[src/core/twc_pkg.sv]
// Purpose: Shared constants, carrier types and states of the two-wire controller.
// Assumes: An 8-bit register port and a 25 MHz system clock.
// Notes:   Pad bit 0 is the serial clock line and pad bit 1 the serial data line.
package twc_pkg;

	// Register addresses on the firmware port.
	localparam logic [7:0] TWC_ADDR_CFG    = 8'h09;
	localparam logic [7:0] TWC_ADDR_CTL    = 8'h28;
	localparam logic [7:0] TWC_ADDR_DATA   = 8'h29;
	localparam logic [7:0] TWC_ADDR_INT_ST = 8'h2A;
	localparam logic [7:0] TWC_ADDR_INT_EN = 8'h2B;
	localparam logic [7:0] TWC_ADDR_INT_CL = 8'h2C;

	// Configuration register layout and reset value.
	localparam int         TWC_CFG_POS    = 7;
	localparam int         TWC_CFG_WID_HI = 1;
	localparam int         TWC_CFG_WID_LO = 0;
	localparam logic [7:0] TWC_CFG_WMASK  = 8'hB3;
	localparam logic [7:0] TWC_CFG_RST    = 8'h00;

	// Status and control register layout.
	localparam int TWC_CTL_EN    = 0;
	localparam int TWC_CTL_RSTOP = 1;
	localparam int TWC_CTL_ARB   = 2;
	localparam int TWC_CTL_ADDR  = 3;
	localparam int TWC_CTL_ACK   = 4;
	localparam int TWC_CTL_XMIT  = 5;
	localparam int TWC_CTL_CONT  = 6;
	localparam int TWC_CTL_MSTR  = 7;

	// Interrupt status, enable and clear layout.
	localparam int TWC_INT_BYTE = 0;
	localparam int TWC_INT_STOP = 1;
	localparam int TWC_INT_ARB  = 2;

	// Half period of the 100 kHz serial clock, rounded up to whole cycles.
	localparam int         TWC_CLK_NS   = 40;
	localparam int         TWC_HALF_NS  = 5000;
	localparam int         TWC_HALF_CYC = (TWC_HALF_NS + TWC_CLK_NS - 1) / TWC_CLK_NS;
	localparam logic [7:0] TWC_HALF_LD  = 8'(TWC_HALF_CYC - 1);

	// Bit slot numbers within a byte.
	localparam logic [3:0] TWC_BIT_LAST = 4'h7;
	localparam logic [3:0] TWC_BIT_ACK  = 4'h8;
	localparam logic [3:0] TWC_BIT_END  = 4'h9;

	typedef struct packed {
		logic [1:0] o;
		logic [1:0] oe;
	} twc_pad_t;

	typedef struct packed {
		logic enable;
		logic port0;
		logic port1;
		logic port3;
	} twc_par_t;

	typedef enum logic [2:0] {
		TWC_IDLE, TWC_M_START, TWC_M_LOW, TWC_M_HIGH, TWC_M_COND, TWC_S_BIT, TWC_WAIT
	} twc_state_t;

endpackage : twc_pkg

[src/core/twc_ctrl.sv]
// Purpose: Two-wire serial controller with the shared serial/parallel pin configuration.
// Assumes: Firmware port on mclk; pad inputs are asynchronous and synchronised here.
// Notes:   Summary of operation follows.
`timescale 1ns/100ps
`default_nettype none

module twc_ctrl
	import twc_pkg::*;
(
	input  wire logic       mclk,
	input  wire logic       resetn,
	input  wire logic [7:0] reg_addr,
	input  wire logic [7:0] reg_wdata,
	input  wire logic       reg_wr,
	input  wire logic       reg_rd,
	output logic      [7:0] reg_rdata_q,
	input  wire logic [1:0] p1_pin_in,
	input  wire logic [1:0] p2_pin_in,
	input  wire twc_pad_t   gpio_p1,
	input  wire twc_pad_t   gpio_p2,
	output twc_pad_t        p1_pad_q,
	output twc_pad_t        p2_pad_q,
	output logic      [1:0] p1_open_drain_q,
	output logic      [1:0] p2_open_drain_q,
	output twc_par_t        par_cfg_q,
	output logic            irq_q
);

	// Pads are released or pulled low; GPIO drive passes only when the lines are not ours.
	function automatic twc_pad_t pad_next(input logic mine, input twc_pad_t gp,
	                                      input logic scl_lo, input logic sda_lo);
		twc_pad_t p;
		p = gp;
		if (mine) begin
			p.o  = 2'b00;
			p.oe = {sda_lo, scl_lo};
		end
		return p;
	endfunction : pad_next

	twc_state_t state_q;
	logic [7:0] cfg_q;
	logic [3:0] sync1_q;
	logic [3:0] sync2_q;
	logic       scl_prev_q;
	logic       sda_prev_q;
	logic       en_q;
	logic       master_q;
	logic       xmit_q;
	logic       ack_q;
	logic       addr_q;
	logic       arb_q;
	logic       rstop_q;
	logic       busy_q;
	logic       ack_rx_q;
	logic [7:0] tx_q;
	logic [7:0] rx_q;
	logic [7:0] sh_q;
	logic [3:0] bit_q;
	logic [7:0] cnt_q;
	logic       scl_lo_q;
	logic       sda_lo_q;
	logic       role_m_q;
	logic       byte_tx_q;
	logic       wait_ack_q;
	logic       is_stop_q;
	logic       start_req_q;
	logic       stop_req_q;
	logic       restart_req_q;
	logic       cont_q;
	logic [2:0] ev_q;
	logic [2:0] int_st_q;
	logic [2:0] int_en_q;

	logic       sel_p2;
	logic       scl_s;
	logic       sda_s;
	logic       scl_rise;
	logic       scl_fall;
	logic       start_det;
	logic       stop_det;
	logic       cnt_done;
	logic       wr_cfg;
	logic       wr_ctl;
	logic       wr_dat;
	logic       wr_ien;
	logic       wr_icl;
	logic [7:0] ctl_rd;
	logic [7:0] rd_mux;
	logic [2:0] int_clr;
	logic [2:0] int_st_d;

	// Line location and conditioned line levels.
	assign sel_p2    = cfg_q[TWC_CFG_WID_HI] | cfg_q[TWC_CFG_POS];
	assign scl_s     = sel_p2 ? sync2_q[2] : sync2_q[0];
	assign sda_s     = sel_p2 ? sync2_q[3] : sync2_q[1];
	assign scl_rise  = scl_s & ~scl_prev_q;
	assign scl_fall  = ~scl_s & scl_prev_q;
	assign start_det = scl_s & scl_prev_q & sda_prev_q & ~sda_s;
	assign stop_det  = scl_s & scl_prev_q & ~sda_prev_q & sda_s;
	assign cnt_done  = (cnt_q == 8'h00);

	// Register decode; control writes are locked out while busy.
	assign wr_cfg = reg_wr & (reg_addr == TWC_ADDR_CFG);
	assign wr_ctl = reg_wr & (reg_addr == TWC_ADDR_CTL) & ~busy_q;
	assign wr_dat = reg_wr & (reg_addr == TWC_ADDR_DATA);
	assign wr_ien = reg_wr & (reg_addr == TWC_ADDR_INT_EN);
	assign wr_icl = reg_wr & (reg_addr == TWC_ADDR_INT_CL);

	// Read data selection; the acknowledge bit reads the received answer when sending.
	assign ctl_rd = {master_q, busy_q, xmit_q, (xmit_q ? ack_rx_q : ack_q),
	                 addr_q, arb_q, rstop_q, en_q};
	assign rd_mux = (reg_addr == TWC_ADDR_CFG)    ? cfg_q :
	                (reg_addr == TWC_ADDR_CTL)    ? ctl_rd :
	                (reg_addr == TWC_ADDR_DATA)   ? rx_q :
	                (reg_addr == TWC_ADDR_INT_ST) ? {5'h00, int_st_q} :
	                (reg_addr == TWC_ADDR_INT_EN) ? {5'h00, int_en_q} : 8'h00;

	// Sticky interrupt status; a new event wins over a clear in the same cycle.
	assign int_clr  = wr_icl ? reg_wdata[2:0] : 3'h0;
	assign int_st_d = (int_st_q & ~int_clr) | ev_q;

	// Two-stage synchronisers for all four pad inputs, then edge history.
	// They reset to the pulled-up idle level so that no false edge follows reset.
	always_ff @(posedge mclk or negedge resetn) begin
		if (!resetn) begin
			sync1_q    <= 4'hF;
			sync2_q    <= 4'hF;
			scl_prev_q <= 1'b1;
			sda_prev_q <= 1'b1;
		end else begin
			sync1_q    <= {p2_pin_in, p1_pin_in};
			sync2_q    <= sync1_q;
			scl_prev_q <= scl_s;
			sda_prev_q <= sda_s;
		end
	end

	// Configuration, data, interrupt registers, read port and pad outputs.
	always_ff @(posedge mclk or negedge resetn) begin
		if (!resetn) begin
			cfg_q           <= TWC_CFG_RST;
			tx_q            <= 8'h00;
			int_st_q        <= 3'h0;
			int_en_q        <= 3'h0;
			irq_q           <= 1'b0;
			reg_rdata_q     <= 8'h00;
			p1_pad_q        <= '0;
			p2_pad_q        <= '0;
			p1_open_drain_q <= 2'b00;
			p2_open_drain_q <= 2'b00;
			par_cfg_q       <= '0;
		end else begin
			if (wr_cfg)
				cfg_q <= reg_wdata & TWC_CFG_WMASK;
			if (wr_dat)
				tx_q <= reg_wdata;
			if (wr_ien)
				int_en_q <= reg_wdata[2:0];
			int_st_q        <= int_st_d;
			irq_q           <= |(int_st_d & int_en_q);
			reg_rdata_q     <= reg_rd ? rd_mux : 8'h00;
			p1_pad_q        <= pad_next(en_q & ~sel_p2, gpio_p1, scl_lo_q, sda_lo_q);
			p2_pad_q        <= pad_next(en_q & sel_p2, gpio_p2, scl_lo_q, sda_lo_q);
			p1_open_drain_q <= {2{en_q & ~sel_p2}};
			p2_open_drain_q <= {2{en_q & sel_p2}};
			par_cfg_q.enable <= |cfg_q[1:0];
			par_cfg_q.port0  <= |cfg_q[1:0];
			par_cfg_q.port1  <= cfg_q[TWC_CFG_WID_HI];
			par_cfg_q.port3  <= &cfg_q[1:0];
		end
	end

	// Control register writes followed by the bus sequencer; sequencer sets win.
	always_ff @(posedge mclk or negedge resetn) begin
		if (!resetn) begin
			state_q <= TWC_IDLE;
			{en_q, master_q, xmit_q, ack_q, addr_q, arb_q, rstop_q, busy_q} <= 8'h00;
			{ack_rx_q, scl_lo_q, sda_lo_q, role_m_q, byte_tx_q, wait_ack_q} <= 6'h00;
			{is_stop_q, start_req_q, stop_req_q, restart_req_q, cont_q} <= 5'h00;
			rx_q  <= 8'h00;
			sh_q  <= 8'h00;
			bit_q <= 4'h0;
			cnt_q <= 8'h00;
			ev_q  <= 3'h0;
		end else begin
			ev_q <= 3'h0;
			if (!cnt_done)
				cnt_q <= cnt_q - 8'h01;
			if (wr_ctl) begin
				en_q     <= reg_wdata[TWC_CTL_EN];
				xmit_q   <= reg_wdata[TWC_CTL_XMIT];
				ack_q    <= reg_wdata[TWC_CTL_ACK];
				master_q <= reg_wdata[TWC_CTL_MSTR];
				if (reg_wdata[TWC_CTL_MSTR] & ~master_q) begin
					start_req_q <= 1'b1;
					busy_q      <= 1'b1;
				end
				if (~reg_wdata[TWC_CTL_MSTR] & master_q)
					stop_req_q <= 1'b1;
				if (reg_wdata[TWC_CTL_CONT]) begin
					busy_q        <= 1'b1;
					cont_q        <= 1'b1;
					addr_q        <= 1'b0;
					arb_q         <= 1'b0;
					rstop_q       <= 1'b0;
					restart_req_q <= reg_wdata[TWC_CTL_ARB] & reg_wdata[TWC_CTL_MSTR];
				end
			end
			unique case (state_q)
				TWC_IDLE: begin
					scl_lo_q   <= 1'b0;
					sda_lo_q   <= 1'b0;
					stop_req_q <= 1'b0;
					if (en_q && start_req_q && scl_s && sda_s) begin
						start_req_q <= 1'b0;
						role_m_q    <= 1'b1;
						byte_tx_q   <= 1'b1;
						sh_q        <= tx_q;
						sda_lo_q    <= 1'b1;
						cnt_q       <= TWC_HALF_LD;
						state_q     <= TWC_M_START;
					end else if (en_q && !master_q && start_det) begin
						role_m_q  <= 1'b0;
						byte_tx_q <= 1'b0;
						addr_q    <= 1'b1;
						busy_q    <= 1'b1;
						bit_q     <= 4'h0;
						state_q   <= TWC_S_BIT;
					end else if (!start_req_q && !wr_ctl) begin
						busy_q <= 1'b0;
						cont_q <= 1'b0;
					end
				end
				TWC_M_START: begin
					if (cnt_done) begin
						scl_lo_q <= 1'b1;
						bit_q    <= 4'h0;
						cnt_q    <= TWC_HALF_LD;
						state_q  <= TWC_M_LOW;
					end
				end
				TWC_M_LOW: begin
					sda_lo_q <= (bit_q < TWC_BIT_ACK) ? (byte_tx_q & ~sh_q[7])
					                                  : (~byte_tx_q & ack_q);
					if (cnt_done) begin
						scl_lo_q <= 1'b0;
						cnt_q    <= TWC_HALF_LD;
						state_q  <= TWC_M_HIGH;
					end
				end
				TWC_M_HIGH: begin
					if (!scl_s) begin
						cnt_q <= TWC_HALF_LD;
					end else if (cnt_done && bit_q < TWC_BIT_ACK) begin
						sh_q  <= {sh_q[6:0], sda_s};
						bit_q <= bit_q + 4'h1;
						if (byte_tx_q && sh_q[7] && !sda_s) begin
							master_q  <= 1'b0;
							arb_q     <= 1'b1;
							busy_q    <= 1'b0;
							addr_q    <= 1'b1;
							ev_q[TWC_INT_ARB] <= 1'b1;
							role_m_q  <= 1'b0;
							byte_tx_q <= 1'b0;
							sda_lo_q  <= 1'b0;
							state_q   <= TWC_S_BIT;
						end else begin
							scl_lo_q <= 1'b1;
							cnt_q    <= TWC_HALF_LD;
							if (bit_q == TWC_BIT_LAST && !byte_tx_q) begin
								rx_q       <= {sh_q[6:0], sda_s};
								ev_q[TWC_INT_BYTE] <= 1'b1;
								busy_q     <= 1'b0;
								wait_ack_q <= 1'b1;
								state_q    <= TWC_WAIT;
							end else begin
								state_q <= TWC_M_LOW;
							end
						end
					end else if (cnt_done) begin
						scl_lo_q <= 1'b1;
						cnt_q    <= TWC_HALF_LD;
						bit_q    <= 4'h0;
						if (byte_tx_q) begin
							ack_rx_q   <= ~sda_s;
							ev_q[TWC_INT_BYTE] <= 1'b1;
							busy_q     <= 1'b0;
							wait_ack_q <= 1'b0;
							state_q    <= TWC_WAIT;
						end else if (stop_req_q) begin
							is_stop_q <= 1'b1;
							state_q   <= TWC_M_COND;
						end else begin
							state_q <= TWC_M_LOW;
						end
					end
				end
				TWC_M_COND: begin
					if (bit_q == 4'h0) begin
						sda_lo_q <= is_stop_q;
						if (cnt_done) begin
							scl_lo_q <= 1'b0;
							bit_q    <= 4'h1;
							cnt_q    <= TWC_HALF_LD;
						end
					end else if (bit_q == 4'h1) begin
						if (!scl_s) begin
							cnt_q <= TWC_HALF_LD;
						end else if (cnt_done) begin
							sda_lo_q <= ~is_stop_q;
							bit_q    <= 4'h2;
							cnt_q    <= TWC_HALF_LD;
						end
					end else if (cnt_done) begin
						cnt_q <= TWC_HALF_LD;
						if (is_stop_q) begin
							busy_q     <= 1'b0;
							role_m_q   <= 1'b0;
							stop_req_q <= 1'b0;
							state_q    <= TWC_IDLE;
						end else begin
							state_q <= TWC_M_START;
						end
					end
				end
				TWC_S_BIT: begin
					if (start_det) begin
						addr_q    <= 1'b1;
						byte_tx_q <= 1'b0;
						sda_lo_q  <= 1'b0;
						bit_q     <= 4'h0;
					end else if (stop_det) begin
						if (!byte_tx_q && ack_q) begin
							rstop_q <= 1'b1;
							ev_q[TWC_INT_STOP] <= 1'b1;
						end
						sda_lo_q <= 1'b0;
						busy_q   <= 1'b0;
						state_q  <= TWC_IDLE;
					end else if (scl_rise) begin
						if (bit_q < TWC_BIT_ACK)
							sh_q <= {sh_q[6:0], sda_s};
						if (bit_q == TWC_BIT_ACK && byte_tx_q)
							ack_rx_q <= ~sda_s;
						bit_q <= bit_q + 4'h1;
					end else if (scl_fall) begin
						if (bit_q == TWC_BIT_ACK && !byte_tx_q) begin
							rx_q       <= sh_q;
							scl_lo_q   <= 1'b1;
							ev_q[TWC_INT_BYTE] <= 1'b1;
							busy_q     <= 1'b0;
							wait_ack_q <= 1'b1;
							state_q    <= TWC_WAIT;
						end else if (bit_q == TWC_BIT_END && byte_tx_q) begin
							scl_lo_q   <= 1'b1;
							sda_lo_q   <= 1'b0;
							ev_q[TWC_INT_BYTE] <= 1'b1;
							busy_q     <= 1'b0;
							wait_ack_q <= 1'b0;
							state_q    <= TWC_WAIT;
						end else if (bit_q == TWC_BIT_END) begin
							bit_q     <= 4'h0;
							sh_q      <= tx_q;
							byte_tx_q <= xmit_q;
							sda_lo_q  <= xmit_q & ~tx_q[7];
						end else if (byte_tx_q) begin
							sda_lo_q <= (bit_q < TWC_BIT_ACK) & ~sh_q[7];
						end
					end
				end
				TWC_WAIT: begin
					scl_lo_q <= 1'b1;
					cnt_q    <= TWC_HALF_LD;
					if (role_m_q && stop_req_q && !cont_q) begin
						bit_q     <= wait_ack_q ? TWC_BIT_ACK : 4'h0;
						is_stop_q <= 1'b1;
						busy_q    <= 1'b1;
						state_q   <= wait_ack_q ? TWC_M_LOW : TWC_M_COND;
					end else if (cont_q) begin
						cont_q <= 1'b0;
						if (!role_m_q) begin
							scl_lo_q <= 1'b0;
							state_q  <= TWC_S_BIT;
							if (wait_ack_q) begin
								sda_lo_q <= ack_q;
								bit_q    <= TWC_BIT_ACK;
							end else begin
								sh_q      <= tx_q;
								byte_tx_q <= xmit_q;
								sda_lo_q  <= xmit_q & ~tx_q[7];
								bit_q     <= 4'h0;
							end
						end else if (restart_req_q) begin
							restart_req_q <= 1'b0;
							is_stop_q     <= 1'b0;
							byte_tx_q     <= 1'b1;
							sh_q          <= tx_q;
							bit_q         <= 4'h0;
							state_q       <= TWC_M_COND;
						end else if (wait_ack_q) begin
							bit_q   <= TWC_BIT_ACK;
							state_q <= TWC_M_LOW;
						end else begin
							sh_q      <= tx_q;
							byte_tx_q <= xmit_q;
							bit_q     <= 4'h0;
							state_q   <= TWC_M_LOW;
						end
					end
				end
			endcase
			// Disabling the function drops the lines back to the GPIO logic at once.
			if (!en_q && state_q != TWC_IDLE) begin
				state_q  <= TWC_IDLE;
				role_m_q <= 1'b0;
			end
		end
	end

endmodule : twc_ctrl

`default_nettype wire

[config.mk]
export PLATFORM = sky130hd
export DESIGN_NAME = twc_ctrl
export DESIGN_NICKNAME = d
export VERILOG_FILES = /design/src/core/twc_pkg.sv /design/src/core/twc_ctrl.sv
export SDC_FILE = /design/constraint.sdc
export NUM_CORES = 1
export LEC_CHECK = 0
export BUFFER_PORTS_ARGS = -buffer_cell sky130_fd_sc_hd__buf_2
export CAP_MARGIN = 20
export CORE_UTILIZATION = 40
export CTS_BUF_LIST = sky130_fd_sc_hd__clkbuf_4 sky130_fd_sc_hd__clkbuf_8
export CTS_CLUSTER_SIZE = 25
export DETAILED_ROUTE_END_ITERATION = 6
export SLEW_MARGIN = 20
export SYNTH_ARGS = -nofsm -noshare
export SYNTH_HDL_FRONTEND = slang
export SYNTH_SLANG_ARGS = --single-unit
[constraint.sdc]
create_clock -name mclk -period 4 [get_ports mclk]
set_input_delay 0 -clock mclk [delete_from_list [all_inputs] [get_ports mclk]]
set_output_delay 0 -clock mclk [all_outputs]
set_load 0.03 [all_outputs]
==> flow_summary.toml <==
[outcome]
outcome = "finished, final reports clean"

[cts]
cts_tree = "done"
post_cts_resized = 0
cts.sinks = 104
htreeDepth = 3
clkTransAtPathRegs_ps = 130
cts_buffers = 9
clock_latency_ps = 410
cts_root_buffer = "clkbuf_8"
clockBufferDepth = 2

[place]
port_buffers = 56
dp_worst_setup_slack_ps = 596.9
gp_congestion = 0.9538
hpwl_um = 13120

[finish]
fillers = 1332
synthToLayoutAreaGrowth_pct = 15.34
fin_nets = 692
final-seq-area_mm2 = 0.002615
multi_input_area_mm2 = 0.002853
drive_above_1_share_pct = 21.46
final_util_pct = 47.40
antenna_cells = 0

[power]
peakVddDrop_mv = 0.2506
p_leak_nw = 2.899
powerDensity_mw_per_mm2 = 562.8

[detailed_routing]
drcViolationCount = 0
ant_nets = 0
wl_per_cell_um = 21.45
via_count = 5110
dr.pass1.iters = 5
drt_iter0_drc = 518
via_per_inst = 6.105
drt_wl_total_um = 17960

[timing]
worst_pin_slew_ps = 957.6
tns_ps = 0
timing.slew.headroom_pct = 35.67
rsz0062_at_grt = "false"
worst_clock_skew_ps = 22.66
final_max_slew_viol_count = 0
period_minus_slack_ps = 3589
setup_violations = 0
hold_violations = 0
max_freq_mhz = 278.6
fin_crit_sh_pct = 89.73
hold_slack_ps = 25.71
finalWorstSetupSlack_ps = 410.7

[job]
cap_violations = 0

[critical_path]
crit_fanout = 10
r2r_slack_ps = 410
crit_arrival_ps = 3890
cp_slowest_cell = "or4_1"
cp_slowest_stage_delay_ps = 580
crit_chain = "o21a_1 > a21oi_1 > clkinv_1 > ha_1 > nand2b_1 > or4_1 > a21oi_1 > nor3_1 > a211oi_1 > mux2_2"
cp-start-kind = "flop"
cp_common_cell = "a21oi_1"
cp.required_ps = 4300
cp-end-kind = "flop"
crit_type = "flop to flop"

[global_route]
grt-ovfl-total = 0
antenna_found_initial = 0
grt_pass1_wl_um = 28170
grt_max_degree = 68
grt_pass1_vias = 4930
grt_usage_pct = 25.42

[die]
core.rowCount = 43
initial_core_util_pct = 41.10
core-area_mm2 = 0.01393
die_h_um = 121.7
pin_count = 57
dieArea_mm2 = 0.01480
die_w_um = 121.7

[synthesis]
synth.top_cell.area_share_pct = 41.07
syn_area_per_cell_um2 = 9.823
synthTopCellsByArea = "dfrtp_1 41%, mux2_2 5.3%, dfstp_2 4.6%, a21oi_1 3.7%, o21ai_0 3.2%"
ys.flop_type = "dfrtp_1"
synth_edf_count = 0
yosys_warnings = 0
synthDistinctLibCells = 70
syn_area_mm2 = 0.005727
yosysSeqAreaShare_pct = 45.66
ys_ff_latch = 104
netlist_instances = 583
yosysTopAreaCell = "dfrtp_1"
syn_nets = 623
synthArstFlopShare_pct = 100.0

[hold_path]
hp-class = "input port to flop"
-- placed cells by master (no fill, tap or decap), types with 7 or more instances in the layout --
cell type and instances:
nor2_1 35, a21o_1 8, nand2b_1 11, clkbuf_8 9
a211oi_1 7, mux2i_1 13, nor3_1 24, a21oi_1 42
o21ai_0 37, nand3_1 7, dfrtp_1 94, ha_1 8
o211ai_1 7, buf_2 55, dlygate4sd3_1 22, dfstp_2 10
and2_1 8, inv_1 20, a31oi_1 10, a22o_1 20
mux2_2 27, buf_4 17, nor2b_1 11, nand2_1 45
-- sequential cells by signal, summed over array words and instances, names as in the netlist, 5 cells and up --
signal,flops
cfg_q,5
cnt_q,8
reg_rdata_q,8
rx_q,8
sh_q,8
tx_q,8
-- area by class of cell --
type	count	share of cell area, %
multi-input cells	422	43.19
flip-flops and latches	104	39.59
repair buffers	94	9.434
well taps	180	3.410
clock buffers	9	1.875
clock inverters	7	1.307
inverters	21	1.193
-- cell usage after synthesis (all sizes together) (6+ instances only) --
library cell,instances
nand2b,11
dfrtp,94
nor4,9
o21ai,40
nand3,7
a21o,8
and2,8
a211oi,7
inv,20
clkbuf,25
a222oi,6
nand2,45
nor2,35
o211ai,7
mux2,27
a31oi,10
buf,11
a22o,20
mux2i,13
a21oi,42
ha,8
nor2b,11
or3b,6
nor3,24
dfstp,10
-- routing by layer --
metal	up-vias	wire, um	GRT usage (%)	part of all wire [%]
met2	261	7995	39.31	45
met3	33	1365	5.197	7.6
met5	-	0	0	0
met4	0	338	7.253	1.9
met1	2518	8256	35.85	46
li1	2298	-	-	-
-- repair_timing --
item	4_1_cts	5_1_grt
endpoints found under the hold margin	103	0
setup buffers	0	0
hold buffers	22	0
-- final timing paths --
path / startpoint / to / cells after the start
min in group asynchronous: resetn / cnt_q[4]$_DFF_PN0_ / 2
max reg2reg: cfg_q[7]$_DFFE_PN0P_ / state_q[0]$_DFFE_PN0P_ / 10
min reg2reg: sync1_q[0]$_DFF_PN1_ / sync2_q[0]$_DFF_PN1_ / 0
min: reg_addr[2] / int_st_q[0]$_DFF_PN0_ / 5
max in group asynchronous: resetn / sync2_q[1]$_DFF_PN1_ / 3
max: cfg_q[7]$_DFFE_PN0P_ / state_q[0]$_DFFE_PN0P_ / 10
-- logic make-up after synthesis --
kind of cell	Yosys count	share of synthesized area, %
mux	40	7.581
compound gates	180	21.39
buf+inv	57	4.522
fa+ha+maj	8	1.748
xor+xnor	6	0.9176
flops	104	45.66
simple gates	188	18.18
-- where the power goes --
part	switching (mW)	internal, mW	leakage [nW]
clock network	0.434	0.251	0.104
logic	0.939	0.646	1.43
registers	0.238	1.21	1.36
-- through the flow --
step           power [mW]  cell area (um2)  std cells
4_1_cts             3.708             6605        837
2_1_floorplan       2.532             5727        583
6_report            3.717             6605        837
3_5_place_dp        2.999             6175        799
5_1_grt             3.942             6605        837
3_3_place_gp        2.982             6175        799
-- critical path: cells and delay by family, from the launching register on --
| kind | cells | cell delay (ps) |
|---|---|---|
| compound gates | 4 | 1300 |
| flops | 1 | 500 |
| fa+ha+maj | 1 | 270 |
| simple gates | 3 | 870 |
| mux | 1 | 400 |
| buf+inv | 1 | 150 |
Note: power is estimated with default switching activity, not from simulation.
